==> config.mk <==
export PLATFORM = sky130hd
export DESIGN_NAME = four_level_interrupt_controller
export DESIGN_NICKNAME = d
export VERILOG_FILES = /design/src/verilog/intc_pkg.sv /design/src/verilog/ext_int_detect.sv /design/src/verilog/four_level_interrupt_controller.sv
export SDC_FILE = /design/constraint.sdc
export NUM_CORES = 1
export LEC_CHECK = 0
export BUFFER_PORTS_ARGS = -buffer_cell sky130_fd_sc_hd__buf_4
export CORE_ASPECT_RATIO = 0.6
export CORE_UTILIZATION = 54
export DETAILED_ROUTE_END_ITERATION = 8
export GPL_TIMING_DRIVEN = 0
export PLACE_DENSITY = 0.87
export SLEW_MARGIN = 20
export SYNTH_ARGS = -nofsm -noshare
export SYNTH_HDL_FRONTEND = slang
export SYNTH_SLANG_ARGS = --single-unit
export TNS_END_PERCENT = 10
==> constraint.sdc <==
create_clock -name ref_clk -period 5.1 [get_ports ref_clk]
set_clock_uncertainty 0.15 [all_clocks]
set_input_delay 0.51 -clock ref_clk [delete_from_list [all_inputs] [get_ports ref_clk]]
set_output_delay 0.51 -clock ref_clk [all_outputs]
set_load 0.1 [all_outputs]
==> src/verilog/intc_pkg.sv <==
// Behaviour
// RULE_01: Twelve sources, each gated by own enable.
// RULE_02: Global enable clear blocks every source.
// RULE_03: Two priority bits give four levels.
// RULE_04: Only strictly higher level pre-empts active service.
// RULE_05: Highest level service is never pre-empted.
// RULE_06: Higher level wins among simultaneous requests.
// RULE_07: Equal level resolved by fixed arbitration ranking.
// RULE_08: Each source vectors to fixed code address.
// RULE_09: Only listed sources wake from power-down.
// RULE_10: Mode bit selects low level or edge.
// RULE_11: Edge flag set on high then low sample.
// RULE_12: Pins sampled once per six-clock machine cycle.
// RULE_13: Source holds high, then low, one cycle each.
// RULE_14: Edge flag cleared by hardware on vectoring.
// RULE_15: Level flag follows pin, retriggers if low.
// RULE_16: Level source holds request until interrupt taken.
// RULE_17: Enabled external request wakes idle or power-down. The code has no idle input and wakes from power-down only.
// RULE_18: In-service levels tracked, released on return.
package intc_pkg;

  // ****************************************
  // Sizes
  // ****************************************
  localparam int NUM_SRC     = 12;           // Source count
  localparam int NUM_LVL     = 4;            // Priority levels
  localparam int MC_CLOCKS   = 6;            // CPU clocks per machine cycle
  localparam logic [2:0] MC_LAST = 3'h5;     // Last phase of machine cycle

  // ****************************************
  // Source indices (vector order)
  // ****************************************
  localparam int SRC_EXT0 = 0;
  localparam int SRC_TMR0 = 1;
  localparam int SRC_EXT1 = 2;
  localparam int SRC_TMR1 = 3;
  localparam int SRC_SER  = 4;
  localparam int SRC_BOD  = 5;
  localparam int SRC_I2C  = 6;
  localparam int SRC_KBD  = 7;
  localparam int SRC_CMP2 = 8;
  localparam int SRC_WDT  = 9;
  localparam int SRC_CMP1 = 10;
  localparam int SRC_TMRI = 11;

  // Arbitration order, best first, as source indices
  localparam logic [3:0] RANK_ORDER [NUM_SRC] = '{
    4'h0, 4'h5, 4'h9, 4'h1, 4'h6, 4'h2, 4'h7, 4'hA, 4'h3, 4'h8, 4'h4, 4'hB};

  // Vector addresses per source
  localparam logic [15:0] VECTOR_ADDR [NUM_SRC] = '{
    16'h0003, 16'h000B, 16'h0013, 16'h001B, 16'h0023, 16'h002B,
    16'h0033, 16'h003B, 16'h0043, 16'h0053, 16'h0063, 16'h0073};

  // Power-down wake capable sources
  localparam logic [11:0] WAKE_MASK = 12'h7A5;

  // Enable bit positions in the two enable registers
  localparam int GLOBAL_EN_BIT = 7;
  localparam int EN_POS [NUM_SRC] = '{0, 1, 2, 3, 4, 5, 0, 1, 2, 6, 5, 7};
  localparam logic [11:0] EN_IN_B = 12'hDC0;   // Sources held in register b

  // Reset values
  localparam logic [7:0]  REG_RESET    = 8'h00;
  localparam logic [3:0]  ACTIVE_RESET = 4'h0;
  localparam logic [2:0]  PHASE_RESET  = 3'h0;

endpackage

==> src/verilog/ext_int_detect.sv <==
module ext_int_detect (
  input  wire logic ref_clk,      // CPU clock
  input  wire logic rstn,         // Async reset, active low
  input  wire logic pin_n,        // External pin, active low
  input  wire logic edge_select,  // 1 edge, 0 level
  input  wire logic sample_en,    // Machine cycle sample strobe
  input  wire logic vector_ack,   // Service routine vectored
  output logic      request_flag, // Request flag
  output logic      pin_level     // Synchronised level
);

  // ****************************************
  // Synchroniser and sample state
  // ****************************************
  logic sync1_reg, sync1_next;    // First stage
  logic sync2_reg, sync2_next;    // Second stage
  logic samp_reg,  samp_next;     // Previous machine-cycle sample
  logic flag_reg,  flag_next;     // Request flag

  // Next values
  always_comb begin
    sync1_next = pin_n;
    sync2_next = sync1_reg;
    samp_next  = samp_reg;
    flag_next  = flag_reg;
    if (sample_en) begin
      samp_next = sync2_reg;  // RULE_12
    end
    if (edge_select) begin
      // Edge mode: ack clears, new fall wins over clear
      if (vector_ack) begin
        flag_next = 1'b0;  // RULE_14
      end
      if (sample_en && samp_reg && !sync2_reg) begin
        flag_next = 1'b1;  // RULE_11
      end
    end else if (sample_en) begin
      flag_next = !sync2_reg;  // RULE_15
    end
  end

  // Registers
  always_ff @(posedge ref_clk or negedge rstn) begin
    if (!rstn) begin
      sync1_reg <= 1'b1;
      sync2_reg <= 1'b1;
      samp_reg  <= 1'b1;
      flag_reg  <= 1'b0;
    end else begin
      sync1_reg <= sync1_next;
      sync2_reg <= sync2_next;
      samp_reg  <= samp_next;
      flag_reg  <= flag_next;
    end
  end

  assign request_flag = flag_reg;
  assign pin_level    = sync2_reg;

endmodule // ext_int_detect

==> src/verilog/four_level_interrupt_controller.sv <==
module four_level_interrupt_controller (
  input  wire logic        ref_clk,                // CPU clock, 40 MHz
  input  wire logic        rstn,                   // Async reset, active low
  input  wire logic [7:0]  int_enable_reg_a,       // Enable register a, bit 7 global
  input  wire logic [7:0]  int_enable_reg_b,       // Enable register b
  input  wire logic [7:0]  prio_low_reg_a,         // Priority low bits a
  input  wire logic [7:0]  prio_high_reg_a,        // Priority high bits a
  input  wire logic [7:0]  prio_low_reg_b,         // Priority low bits b
  input  wire logic [7:0]  prio_high_reg_b,        // Priority high bits b
  input  wire logic        ext0_edge_select,       // Ext 0 mode, 1 edge
  input  wire logic        ext1_edge_select,       // Ext 1 mode, 1 edge
  input  wire logic        ext0_int_pin_n,         // Ext 0 pin, active low
  input  wire logic        ext1_int_pin_n,         // Ext 1 pin, active low
  input  wire logic        timer0_overflow_flag,   // Timer 0 request
  input  wire logic        timer1_overflow_flag,   // Timer 1 request
  input  wire logic        serial_tx_flag,         // Serial transmit
  input  wire logic        serial_rx_flag,         // Serial receive
  input  wire logic        brownout_flag,          // Brownout request
  input  wire logic        i2c_attention_flag,     // I2C request
  input  wire logic        keypad_flag,            // Keypad request
  input  wire logic        comparator1_flag,       // Comparator 1 request
  input  wire logic        comparator2_flag,       // Comparator 2 request
  input  wire logic        watchdog_overflow_flag, // Watchdog request
  input  wire logic        timer_i_flag,           // Timer I request
  input  wire logic        cpu_ack,                // Core takes vector, pulse
  input  wire logic        cpu_return,             // Service return, pulse
  input  wire logic        cpu_power_down,         // Core in power-down
  output logic             int_request,            // Request to core
  output logic [15:0]      int_vector,             // Vector address
  output logic [3:0]       int_source,             // Winning source index
  output logic [1:0]       int_level,              // Winning level
  output logic             wake_up,                // Wake request, level
  output logic             ext0_request_flag,      // Ext 0 flag view
  output logic             ext1_request_flag,      // Ext 1 flag view
  output logic [3:0]       active_levels           // In-service levels
);

  // ****************************************
  // Machine cycle phase
  // ****************************************
  logic [2:0] phase_reg, phase_next;  // Clock within machine cycle
  logic       sample_en;              // Once per machine cycle

  // Pins are looked at once per
  // machine cycle only, so a pulse
  // shorter than six clocks can be
  // missed. The counter runs free
  // from reset; the first strobe
  // falls on the sixth clock.
  // Phase counter next value
  always_comb begin
    if (phase_reg == intc_pkg::MC_LAST) begin
      phase_next = intc_pkg::PHASE_RESET;
    end else begin
      phase_next = phase_reg + 3'h1;
    end
  end

  // Phase 0 follows reset
  // Phase counter register
  always_ff @(posedge ref_clk or negedge rstn) begin
    if (!rstn) begin
      phase_reg <= intc_pkg::PHASE_RESET;
    end else begin
      phase_reg <= phase_next;
    end
  end

  assign sample_en = (phase_reg == intc_pkg::MC_LAST);  // RULE_12

  // ****************************************
  // External inputs
  // ****************************************
  // Index 0 is external 0 and
  // index 1 external 1 below
  logic [1:0] ext_flag;      // Detector flags
  logic [1:0] ext_pin_lvl;   // Synchronised pins
  logic [1:0] ext_ack;       // Vector acknowledge per input
  logic [1:0] ext_mode;      // Edge selects
  logic [1:0] ext_pins;      // Raw pins
  logic       ack_take;      // Vector taken this cycle

  assign ext_mode = {ext1_edge_select, ext0_edge_select};  // RULE_10
  assign ext_pins = {ext1_int_pin_n, ext0_int_pin_n};

  // Each pin passes two flops before
  // it is sampled, so a change needs
  // up to eight clocks to reach its
  // flag. An edge flag is cleared
  // only when the core takes the
  // vector of that very source.
  // One detector per external input
  genvar g;
  generate
    for (g = 0; g < 2; g++) begin : g_ext
      ext_int_detect u_det (
        .ref_clk      (ref_clk),
        .rstn         (rstn),
        .pin_n        (ext_pins[g]),
        .edge_select  (ext_mode[g]),
        .sample_en    (sample_en),
        .vector_ack   (ext_ack[g]),
        .request_flag (ext_flag[g]),
        .pin_level    (ext_pin_lvl[g])
      );
    end
  endgenerate

  // ****************************************
  // Source gathering
  // ****************************************
  // Bit n of each vector is source n,
  // in vector address order
  logic [11:0] src_raw;     // Raw requests
  logic [11:0] src_en;      // Individual enables
  logic [11:0] src_req;     // Gated requests
  logic [1:0]  src_lvl [intc_pkg::NUM_SRC];  // Per-source level
  logic        global_en;   // Global enable

  // Both serial flags share one
  // source; either one requests
  // Raw request vector in source order
  always_comb begin
    src_raw = 12'h000;
    src_raw[intc_pkg::SRC_EXT0] = ext_flag[0];
    src_raw[intc_pkg::SRC_TMR0] = timer0_overflow_flag;
    src_raw[intc_pkg::SRC_EXT1] = ext_flag[1];
    src_raw[intc_pkg::SRC_TMR1] = timer1_overflow_flag;
    src_raw[intc_pkg::SRC_SER]  = serial_tx_flag | serial_rx_flag;
    src_raw[intc_pkg::SRC_BOD]  = brownout_flag;
    src_raw[intc_pkg::SRC_I2C]  = i2c_attention_flag;
    src_raw[intc_pkg::SRC_KBD]  = keypad_flag;
    src_raw[intc_pkg::SRC_CMP2] = comparator2_flag;
    src_raw[intc_pkg::SRC_WDT]  = watchdog_overflow_flag;
    src_raw[intc_pkg::SRC_CMP1] = comparator1_flag;
    src_raw[intc_pkg::SRC_TMRI] = timer_i_flag;
  end

  // Global enable is bit 7 of register a
  assign global_en = int_enable_reg_a[intc_pkg::GLOBAL_EN_BIT];

  // Enable and priority bits share a
  // bit position in register a or b;
  // the package tables pick which.
  // The global bit masks every source.
  // Per-source enable and level lookup
  generate
    for (g = 0; g < intc_pkg::NUM_SRC; g++) begin : g_src
      if (intc_pkg::EN_IN_B[g]) begin : g_b
        assign src_en[g]  = int_enable_reg_b[intc_pkg::EN_POS[g]];  // RULE_01
        assign src_lvl[g] = {prio_high_reg_b[intc_pkg::EN_POS[g]],
                             prio_low_reg_b[intc_pkg::EN_POS[g]]};  // RULE_03
      end else begin : g_a
        assign src_en[g]  = int_enable_reg_a[intc_pkg::EN_POS[g]];  // RULE_01
        assign src_lvl[g] = {prio_high_reg_a[intc_pkg::EN_POS[g]],
                             prio_low_reg_a[intc_pkg::EN_POS[g]]};  // RULE_03
      end
      assign src_req[g] = src_raw[g] & src_en[g] & global_en;  // RULE_02
    end
  endgenerate

  // ****************************************
  // Arbitration
  // ****************************************
  // Arbitration is combinational and
  // settles within one clock
  logic [3:0]  active_reg, active_next;  // In-service level bits
  logic [1:0]  cur_lvl;                  // Highest level in service
  logic        any_active;               // Some level in service
  logic        win_found;                // A request can be dispatched
  logic [3:0]  win_src;                  // Winning source
  logic [1:0]  win_lvl;                  // Winning level

  // Nested service sets one bit per
  // level; the top set bit is running
  // Highest level currently in service
  always_comb begin
    any_active = |active_reg;
    cur_lvl    = 2'h0;
    for (int l = 0; l < intc_pkg::NUM_LVL; l++) begin
      if (active_reg[l]) begin
        cur_lvl = 2'(l);
      end
    end
  end

  // Levels scanned top down, sources
  // in rank order inside a level.
  // First hit wins, so a lower level
  // never shadows a higher one. The
  // hit is masked afterwards if it
  // cannot pre-empt the running level.
  // Pick highest level, then best rank among that level
  always_comb begin
    logic [3:0] s;
    s         = 4'h0;
    win_found = 1'b0;
    win_src   = 4'h0;
    win_lvl   = 2'h0;
    for (int l = intc_pkg::NUM_LVL - 1; l >= 0; l--) begin
      for (int r = 0; r < intc_pkg::NUM_SRC; r++) begin
        s = intc_pkg::RANK_ORDER[r];
        if (!win_found && src_req[s] && src_lvl[s] == 2'(l)) begin
          win_found = 1'b1;  // RULE_06
          win_src   = s;     // RULE_07
          win_lvl   = 2'(l);
        end
      end
    end
    // Only strictly higher level may pre-empt; top level never beaten
    if (any_active && win_lvl <= cur_lvl) begin
      win_found = 1'b0;  // RULE_04 RULE_05
    end
  end

  // ****************************************
  // Dispatch and in-service tracking
  // ****************************************
  // State the core sees, and state
  // that remembers nested service
  logic        req_reg, req_next;      // Request to core
  logic [15:0] vec_reg, vec_next;      // Vector output
  logic [3:0]  srcq_reg, srcq_next;    // Source output
  logic [1:0]  lvlq_reg, lvlq_next;    // Level output
  logic        wake_reg, wake_next;    // Wake output
  logic [1:0]  ef_reg, ef_next;        // External flag view

  // An ack counts only while an offer
  // stands; a stray pulse is ignored
  assign ack_take = cpu_ack & req_reg;
  assign ext_ack[0] = ack_take && (srcq_reg == 4'(intc_pkg::SRC_EXT0));  // RULE_14
  assign ext_ack[1] = ack_take && (srcq_reg == 4'(intc_pkg::SRC_EXT1));  // RULE_14

  // Next values for dispatch state
  always_comb begin
    active_next = active_reg;
    // Return releases the highest level in service
    if (cpu_return && any_active) begin
      active_next[cur_lvl] = 1'b0;  // RULE_18
    end
    // Taken vector marks its level in service
    if (ack_take) begin
      active_next[lvlq_reg] = 1'b1;  // RULE_18
    end
    // Offer drops for a cycle after a
    // take or return, so level bits
    // settle before the next winner
    // is shown to the core
    // Offer recomputed each cycle, dropped once taken
    req_next  = win_found && !ack_take && !cpu_return;
    vec_next  = intc_pkg::VECTOR_ADDR[win_src];  // RULE_08
    srcq_next = win_src;
    lvlq_next = win_lvl;
    if (ack_take || cpu_return) begin
      vec_next  = vec_reg;
      srcq_next = srcq_reg;
      lvlq_next = lvlq_reg;
    end
    // Wake is a level; it falls once
    // the core leaves power-down
    // Wake on any enabled wake-capable request while powered down
    wake_next = cpu_power_down && |(src_req & intc_pkg::WAKE_MASK);  // RULE_09 RULE_17
    ef_next   = ext_flag;
  end

  // Vector, source and level hold
  // across a take, so the core reads
  // a steady value while it vectors
  // Dispatch registers
  always_ff @(posedge ref_clk or negedge rstn) begin
    if (!rstn) begin
      active_reg <= intc_pkg::ACTIVE_RESET;
      req_reg    <= 1'b0;
      vec_reg    <= 16'h0000;
      srcq_reg   <= 4'h0;
      lvlq_reg   <= 2'h0;
      wake_reg   <= 1'b0;
      ef_reg     <= 2'h0;
    end else begin
      active_reg <= active_next;
      req_reg    <= req_next;
      vec_reg    <= vec_next;
      srcq_reg   <= srcq_next;
      lvlq_reg   <= lvlq_next;
      wake_reg   <= wake_next;
      ef_reg     <= ef_next;
    end
  end

  // ****************************************
  // Outputs
  // ****************************************
  // Every output is a flop, so the
  // core never sees a glitch
  assign int_request       = req_reg;
  assign int_vector        = vec_reg;
  assign int_source        = srcq_reg;
  assign int_level         = lvlq_reg;
  assign wake_up           = wake_reg;
  assign ext0_request_flag = ef_reg[0];
  assign ext1_request_flag = ef_reg[1];
  assign active_levels     = active_reg;

endmodule // four_level_interrupt_controller

==> results.toml, run 1 <==
[pwr]
vdd_drop_max_mv = 0.386
seq_power_share = 0.284
p_clk_frac = 0.175
p_sw_uw = 559
combinationalPowerShare = 0.541
p_leak_nw = 1.51
p_int_uw = 516
power_per_cell_area_nw_per_um2 = 325
switching_share = 0.520

[die]
die_h_um = 55.1
fp-row-count = 18
io_pins = 98
core_um2 = 4300
initial_core_util = 0.590
die_width_um = 90.5
die-area_um2 = 4980

[sta]
finalCritPeriodShare = 0.648
tns_ps = 0
hold_violations = 0
rsz0062_at_grt = "false"
whs_ps = 174
finalCriticalPeriod_ps = 3310
finalMaxSlewViolations = 0
fmax_mhz = 302
final-setup-viol-count = 0
maxSlewHeadroom = 0.385
worst_slew_pin_slew_ps = 913

[worst_setup_path]
path_class = "in -> reg"
critPathLaunchType = "primary input"
cp-startpoint = "serial_rx_flag"
worstPathRequired_ps = 5170
timing.rr.end = "int_request"
critPathMostFrequentCell = "a21oi_1"
cp_slowest_cell = "or3_4"
worstSetupEndpointType = "flop"
worstPathCellList = "buf_4 > o211a_4 > a32o_2 > or3_4 > nor3_4 > nand4_2 > o22ai_1 > nor4_1 > ha_1 > a21oi_1 > o21ai_0 > a21oi_1"
timing.critical_path.buf_inv = 1
ff2ff_setup_slack_ps = 1840
cp.arrival_ps = 3370
crit-reg2reg-launch = "g_ext[0].u_det.request_flag"
cpPeakStageDelay_ps = 430
cp_top_family = "compound AO/OA/AOI/OAI gates"
path_max_fanout = 8
reg2regPathDepth = 11

[cells_and_area]
antenna_cells = 0
largest_reg_flops = 5
finalNetCount = 463
syn_to_final_growth_pct = 30.3
nFillCells = 307
drive_gt1_frac = 0.338

[global_routing]
grt_pass1_wl_um = 12500
grt_use_total = 0.342
overflow = 0
first_global_vias = 2459
grt_max_degree = 30
antenna_found_initial = 0

[detailed_routing]
drcViolationCount = 0
drt_wl_total_um = 8510
vias = 2941
vias_per_cell = 6.48
drt_iter0_drc = 298
firstDrtPassIters = 5
routedWlPerCell_um = 18.8
ant_nets = 0

[placement]
portBuffers = 75
gp_congestion = 0.945
dpl.hpwl_um = 6800

[run]
max_cap_viol_count = 0

[worst_hold_path]
whs_path_depth = 1
worstHoldStart = "ext1_int_pin_n"
hp-class = "in -> reg"
worstHoldEndpoint = "g_ext[1].u_det.sync1_reg"

[synthesis]
avgSynthCellArea_um2 = 8.43
ys.flop_type = "dfrtp_1"
synth.distinct_cells = 79
ys_warn_count = 0
synthArstFlopShare = 1.00
synthCells = 301
ys_seq_area_frac = 0.289
synth_edf_count = 0
ys_seq_elements = 29
netlist_area_um2 = 2540

[cts]
cts_max_level = 2
cts_made_buffers = 5
cts.repair.resized = 0
ctsHoldBuffers = 1
cts-root-buf = "clkbuf_8"
insertion_delay_ps = 290
cts_setup_buffers = 0
clkSinkCount = 29
max-clock-path-buffers = 2
clk_pin_slew_ps = 70
cts_tree = "yes"

[status]
status = "finished clean"
## Yosys cell counts, types with 5 or more instances
| cell | number | area (um^2) |
|---|---|---|
| buf_4 | 13 | 97.6 |
| nor4_1 | 6 | 37.5 |
| nor2b_1 | 6 | 37.5 |
| nor3b_1 | 5 | 37.5 |
| nand3_1 | 11 | 55.1 |
| nor3_1 | 16 | 80.1 |
| a21oi_1 | 7 | 35.0 |
| nor2_1 | 24 | 90.1 |
| inv_1 | 13 | 48.8 |
| nand4b_1 | 5 | 43.8 |
| a31oi_1 | 5 | 31.3 |
| nand4_1 | 10 | 62.6 |
| nand2_1 | 30 | 113 |
| dfstp_2 | 6 | 158 |
| dfrtp_1 | 23 | 576 |
| o21ai_0 | 12 | 60.1 |
## how the worst max path moves through the flow
stage,to,slack (ps),depth (start not counted)
2_1_floorplan,int_request,2040,12
3_3_place_gp,int_request,1560,12
3_5_place_dp,int_request,1550,12
4_1_cts,int_request,1850,12
5_1_grt,int_request,1660,12
6_report,int_request,1790,12
## cells by family after synthesis
logic type               Yosys count  share of synthesized area
buffers and inverters             29                     0.0681
AO/OA/AOI/OAI                     80                      0.238
multiplexers                       3                     0.0128
adder cells (fa/ha/maj)            2                    0.00987
flip-flops                        29                      0.289
other                              1                    0.00148
AND/OR/NAND/NOR                  157                      0.381
## metal layers
metal,up-vias,track usage,wire length (um)
met2,219,0.520,3410
met1,1376,0.474,3840
met3,11,0.115,1180
met5,-,0,0
li1,1335,-,-
met4,0,0.0780,84
## final cells by class
type,instances,area (um^2),share of cell area
buffer,16,124,0.0375
inverter,13,48.8,0.0148
clock buffer,5,68.8,0.0208
clock inverter,3,17.5,0.00530
tap,60,75.1,0.0227
timing repair buffer,76,573,0.173
sequential,29,733,0.222
multi-input combinational,252,1660,0.504
## power groups by stage
| stage | Combinational, mW | Clock (mW) | Sequential [mW] |
|---|---|---|---|
| after floorplan | 0.200 | 0 | 0.523 |
| after global placement | 0.566 | 0 | 0.304 |
| after detailed placement | 0.573 | 0 | 0.307 |
| after CTS | 0.576 | 0.188 | 0.303 |
| after global routing | 0.610 | 0.201 | 0.308 |
| final | 0.582 | 0.188 | 0.305 |
## worst reg2reg max path: cells and delay by family, from the launching register on
family                   cells  cell delay [ps]
AND/OR/NAND/NOR              6             1680
AO/OA/AOI/OAI                4              630
flip-flops                   1              400
adder cells (fa/ha/maj)      1              300
## layout by cell type, fill, tap and decap left out, drive strengths merged, types with 5 or more instances in the layout
cell type	n
nand4b	7
buf	90
o21ai	15
clkbuf	6
nand2	30
dfrtp	23
nand3	12
nor2	24
and2	5
inv	13
nor4	7
nand4	12
nor3b	6
dfstp	6
nor2b	6
a21oi	7
conb	10
a31oi	5
nor3	17
## through the flow
step	total power, mW	util	setup slack [ps]	cells	cell area [um^2]
6_report	1.08	0.768	1790	454	3300
5_1_grt	1.12	0.768	1660	454	3300
4_1_cts	1.07	0.768	1850	454	3300
3_5_place_dp	0.880	0.746	1550	445	3210
3_3_place_gp	0.870	0.746	1560	445	3210
2_1_floorplan	0.722	-	2040	310	2570
Note: power is estimated with default switching activity, not from simulation.
==> run 2, diff against run 1 <==
--- a/config.mk
+++ b/config.mk
@@ -7,10 +7,10 @@
 export LEC_CHECK = 0
 export BUFFER_PORTS_ARGS = -buffer_cell sky130_fd_sc_hd__buf_4
 export CORE_ASPECT_RATIO = 0.6
-export CORE_UTILIZATION = 54
+export CORE_UTILIZATION = 45
 export DETAILED_ROUTE_END_ITERATION = 8
 export GPL_TIMING_DRIVEN = 0
-export PLACE_DENSITY = 0.87
+export PLACE_DENSITY = 0.77
 export SLEW_MARGIN = 20
 export SYNTH_ARGS = -nofsm -noshare
 export SYNTH_HDL_FRONTEND = slang
==> constraint.sdc (replaced) <==
create_clock -name ref_clk -period 2.8 [get_ports ref_clk]
set_clock_uncertainty 0.15 [all_clocks]
set_input_delay 0.28 -clock ref_clk [delete_from_list [all_inputs] [get_ports ref_clk]]
set_output_delay 0.28 -clock ref_clk [all_outputs]
set_load 0.1 [all_outputs]
==> run 2 against run 1 <==
  * Critical path depth down 3
  * Design area up 8.5%
  * Largest power group unchanged
  * Critical endpoint is now int_vector[4]
  * Cell count up 3.7%
  * Routed wire length up 3.9%
  * Global-route usage down 4.1 points
  * Count of clock-buffer cells in the layout unchanged
  * The run now ends with setup timing left
  * Worst setup slack worse by 1800 ps
  * Clock power up 82%
  * Register-to-register slack worse by 1900 ps
  * Sequential share of layout area down 1.7 points
  * Via count up 1.2%
==> results.toml, run 2 (same netlist as run 1, synthesis figures left out) <==
[status]
status = "finished with violations"
violations = "setup timing"

[global_routing]
first_global_vias = 2638
antenna_found_initial = 0
overflow = 0
grt_max_degree = 30
grt_use_total = 0.301
grt_pass1_wl_um = 13300

[worst_setup_path]
cp_slowest_cell = "or4_4"
worstPathRequired_ps = 2800
cp.arrival_ps = 2850
worstSetupEndpointType = "flop"
timing.critical_path.buf_inv = 0
cpPeakStageDelay_ps = 560
worstPathCellList = "nand4_1 > a2bb2oi_1 > and3_4 > and2_4 > nand4_4 > nor3_1 > or4_4 > o41ai_4 > o221ai_1"
critPathLaunchType = "flop"
cp_top_family = "simple AND/OR/NAND/NOR gates"
path_max_fanout = 6
path_class = "reg -> reg"

[sta]
hold_violations = 0
worst_slew_pin_slew_ps = 759
finalCriticalPeriod_ps = 2850
layout_setup_ws_ps = -48.4
whs_ps = 80.4
rsz0062_at_grt = "true"
finalMaxSlewViolations = 0
final-setup-viol-count = 3
maxSlewHeadroom = 0.494
finalCritPeriodShare = 1.02
fmax_mhz = 351

[cells_and_area]
drive_gt1_frac = 0.412
layout_common_cells = "buf_4 (95), nand2_1 (30), dfrtp_1 (22)"
mostFrequentLayoutCell = "buf_4"
fin_util = 0.686
largest_reg_flops = 5
fin_area_um2 = 3590
syn_to_final_growth_pct = 41.4
nFillCells = 449
finalNetCount = 474
antenna_cells = 0

[cts]
clk_pin_slew_ps = 70
clkSinkCount = 29
cts_made_buffers = 5
insertion_delay_ps = 280
cts_max_level = 2
max-clock-path-buffers = 2
cts_tree = "yes"
cts-root-buf = "clkbuf_8"

[die]
die-area_um2 = 5950
core_um2 = 5230
io_pins = 98
die_h_um = 60.2
initial_core_util = 0.485
die_width_um = 98.9
fp-row-count = 20

[run]
max_cap_viol_count = 0

[placement]
place_area_um2 = 3220
gp_congestion = 0.961
portBuffers = 75
dpl.hpwl_um = 6670

[detailed_routing]
drt_wl_total_um = 8850
firstDrtPassIters = 5
vias_per_cell = 6.32
vias = 2976
routedWlPerCell_um = 18.8
drt_iter0_drc = 255
drcViolationCount = 0
ant_nets = 0

[pwr]
p_leak_nw = 1.59
vdd_drop_max_mv = 0.477
power.total_mw = 2.04
power_per_cell_area_nw_per_um2 = 569

[worst_hold_path]
hp-class = "in -> reg"
-- run 2: metal layers --
metal	share of wire	up-vias	wire length, um	GRT usage
met4	0.0096	0	85	0.0704
met2	0.41	197	3600	0.441
li1	-	1358	-	-
met1	0.46	1408	4050	0.442
met3	0.13	13	1110	0.0760
met5	0	-	0	0
-- run 2: metrics by stage --
stage / worst slack (ps) / setup TNS [ps] / std cells
floorplan: 30.9 / 0 / 310
global placement: -477 / -2160 / 451
detailed placement: -542 / -2360 / 451
CTS: -12.6 / -12.6 / 471
global route: -142 / -705 / 471
finish: -48.4 / -58.8 / 471
-- run 2: where the power goes --
| group | leakage, nW | internal, mW | switching, mW |
|---|---|---|---|
| registers | 0.347 | 0.488 | 0.0622 |
| logic | 1.20 | 0.332 | 0.816 |
| clock network | 0.0439 | 0.171 | 0.172 |
| total | 1.59 | 0.991 | 1.05 |
-- run 2: worst min-delay path, stage by stage --
cell and delay (ps):
buf_4 110, nand2_1 50, a31oi_1 40
-- run 2: area by class of cell --
class,instances,area [um^2],area share
Buffer,16,124,0.0345
Multi-Input combinational cell,252,1840,0.514
Tap cell,66,82.6,0.0230
Timing Repair Buffer,87,668,0.186
Inverter,13,48.8,0.0136
Clock inverter,3,17.5,0.00488
Sequential cell,29,734,0.205
Clock buffer,5,68.8,0.0192
-- run 2: path summary, 6_finish.rpt --
check                                            startpoint                       end  slack, ps  cells past startpoint
worst min-delay path                         cpu_power_down                   wake_up         80                      3
worst max register to register  g_ext[1].u_det.request_flag             int_vector[4]        -50                      9
worst max-delay path            g_ext[1].u_det.request_flag             int_vector[4]        -50                      9
worst min register to register     g_ext[1].u_det.sync1_reg  g_ext[1].u_det.pin_level        210                      0
min in group asynchronous                              rstn             int_source[1]        310                      2
max in group asynchronous                              rstn   g_ext[0].u_det.samp_reg       1880                      2
-- run 2: timing repair --
| action | CTS | global route |
|---|---|---|
| gates resized for setup | 25 | 12 |
| setup endpoints to repair | 8 | 8 |
| hold buffers | 3 | 0 |
| endpoints found under the hold margin | 25 | 0 |
| pin swaps | 16 | 5 |
| setup buffers | 9 | 0 |
==> run 3, diff against run 2 <==
--- a/config.mk
+++ b/config.mk
@@ -11,6 +11,7 @@
 export DETAILED_ROUTE_END_ITERATION = 8
 export GPL_TIMING_DRIVEN = 0
 export PLACE_DENSITY = 0.77
+export SKIP_LAST_GASP = 1
 export SLEW_MARGIN = 20
 export SYNTH_ARGS = -nofsm -noshare
 export SYNTH_HDL_FRONTEND = slang
==> run 3 against run 2 <==
  * The flow still finishes with violations (setup timing)
  * Maximum frequency decreased by 0.28%
  * Via count decreased by 0.91%
  * Global-route usage unchanged
  * Sequential power barely moved
  * Clock power rose by 1%
  * Design area fell by 0.35%
  * Critical path depth unchanged
  * Die area unchanged
  * Worst setup slack worse by 7.9 ps
  * Worst hold slack barely moved
  * Critical endpoint unchanged
  * Largest cell class unchanged
  * Largest power group unchanged
  * Highest routed layer unchanged
==> results.toml, run 3 (same netlist as run 1, synthesis figures left out) <==
[worst_setup_path]
worstPathRequired_ps = 2800
critPathLaunchType = "flop"
cp_slowest_cell = "or4_4"
crit-reg2reg-launch = "g_ext[1].u_det.request_flag"
path_max_fanout = 6
worstSetupEndpointType = "flop"
cp.arrival_ps = 2860
path_class = "reg -> reg"
worstPathCellList = "nand4_1 > a2bb2oi_1 > and3_4 > and2_4 > nand4_4 > nor3_1 > or4_4 > o41ai_4 > o221ai_1"
cpPeakStageDelay_ps = 560
cp-startpoint = "g_ext[1].u_det.request_flag"

[die]
die_width_um = 98.9
initial_core_util = 0.485
io_pins = 98
die-area_um2 = 5950
fp-row-count = 20
die_h_um = 60.2
core_um2 = 5230

[cells_and_area]
mostFrequentLayoutCell = "buf_4"
stdcell_count = 471
fin_util = 0.683
layout_common_cells = "buf_4 (95), nand2_1 (30), nor2_1 (22), dfrtp_1 (22), nor3_1 (14)"
fin_area_um2 = 3570
largest_reg_flops = 5
antenna_cells = 0
syn_to_final_growth_pct = 40.9
finalNetCount = 474
drive_gt1_frac = 0.402

[detailed_routing]
ant_nets = 0
firstDrtPassIters = 5
drcViolationCount = 0
routedWlPerCell_um = 18.7
drt_iter0_drc = 243
vias_per_cell = 6.26
drt_wl_total_um = 8810
vias = 2949

[global_routing]
antenna_found_initial = 0
first_global_vias = 2638
overflow = 0
grt_pass1_wl_um = 13300
grt_use_total = 0.301
grt_max_degree = 30

[sta]
finalMaxSlewViolations = 0
worst_slew_pin_slew_ps = 750
hold_violations = 0
layout_setup_ws_ps = -56.3
final-setup-viol-count = 4
finalCritPeriodShare = 1.02
rsz0062_at_grt = "true"
fmax_mhz = 350
finalCriticalPeriod_ps = 2860
whs_ps = 80.4
maxSlewHeadroom = 0.500

[pwr]
p_clk_frac = 0.170
p_sw_mw = 1.05
p_int_uw = 988
vdd_drop_max_mv = 0.477
p_leak_nw = 1.59
switching_share = 0.515
seq_power_share = 0.270
combinationalPowerShare = 0.560
power_per_cell_area_nw_per_um2 = 571

[status]
violations = "setup timing"
status = "finished with violations"

[cts]
clkSinkCount = 29
clk_pin_slew_ps = 70
cts-root-buf = "clkbuf_8"
insertion_delay_ps = 280
cts_max_level = 2
max-clock-path-buffers = 2
cts_tree = "yes"
cts_made_buffers = 5

[placement]
place_area_um2 = 3220
dpl.hpwl_um = 6670
gp_congestion = 0.961
portBuffers = 75
place_inst = 451

[worst_hold_path]
worstHoldStart = "cpu_power_down"
hp-class = "in -> reg"

[run]
max_cap_viol_count = 0
[run 3: cell counts in the layout (fill, tap and decap cells not counted)]
No cell type changed its count.
[run 3: layout make-up]
class / count / area, um^2
clock inverters: 3 / 17.5
repair buffers: 87 / 668
fillers: 450 / 1660
flip-flops and latches: 29 / 734
well taps: 66 / 82.6
plain buffers: 16 / 124
inverters: 13 / 48.8
clock buffers: 5 / 68.8
multi-input cells: 252 / 1830
[run 3: critical path: cells and delay by family (launching register included)]
kind | cells | cell delay, ps
AOI/OAI and AO/OA | 3 | 770
DFF | 1 | 430
and+or+nand+nor | 6 | 1380
[run 3: layer usage]
| metal | vias to the layer above | routed length [um] | track usage |
|---|---|---|---|
| met4 | 0 | 88 | 0.0704 |
| li1 | 1357 | - | - |
| met1 | 1390 | 4040 | 0.442 |
| met3 | 14 | 1070 | 0.0760 |
| met2 | 188 | 3610 | 0.441 |
| met5 | - | 0 | 0 |
[run 3: power groups by stage]
stage / registers (mW) / logic (mW) / clock network [mW]
2_1_floorplan: 0.952 / 0.363 / 0
3_3_place_gp: 0.553 / 1.04 / 0
3_5_place_dp: 0.555 / 1.05 / 0
4_1_cts: 0.548 / 1.12 / 0.345
5_1_grt: 0.556 / 1.19 / 0.370
6_report: 0.551 / 1.14 / 0.347
[run 3: repair_timing]
item | CTS | global route
hold endpoints to repair | 25 | 0
pin swaps | 16 | 3
setup endpoints to repair | 8 | 8
resized for setup | 25 | 7
hold buffers | 3 | 0
buffers inserted | 9 | 0
[run 3: path summary, 6_finish.rpt]
check / endpoint / slack, ps / cells past startpoint
min reg2reg: g_ext[1].u_det.pin_level / 210 / 0
max: int_vector[4] / -60 / 9
min in group asynchronous: wake_up / 310 / 2
min: wake_up / 80 / 3
max reg2reg: int_vector[4] / -60 / 9
max in group asynchronous: g_ext[0].u_det.samp_reg / 1880 / 2
[run 3: per-stage QoR]
| stage | setup WS [ps] | TNS (ps) | total power, mW |
|---|---|---|---|
| after floorplan | 30.9 | 0 | 1.32 |
| after global placement | -477 | -2160 | 1.59 |
| after detailed placement | -542 | -2360 | 1.60 |
| after CTS | -12.6 | -12.6 | 2.01 |
| after global routing | -170 | -858 | 2.12 |
| final | -56.3 | -86.6 | 2.04 |
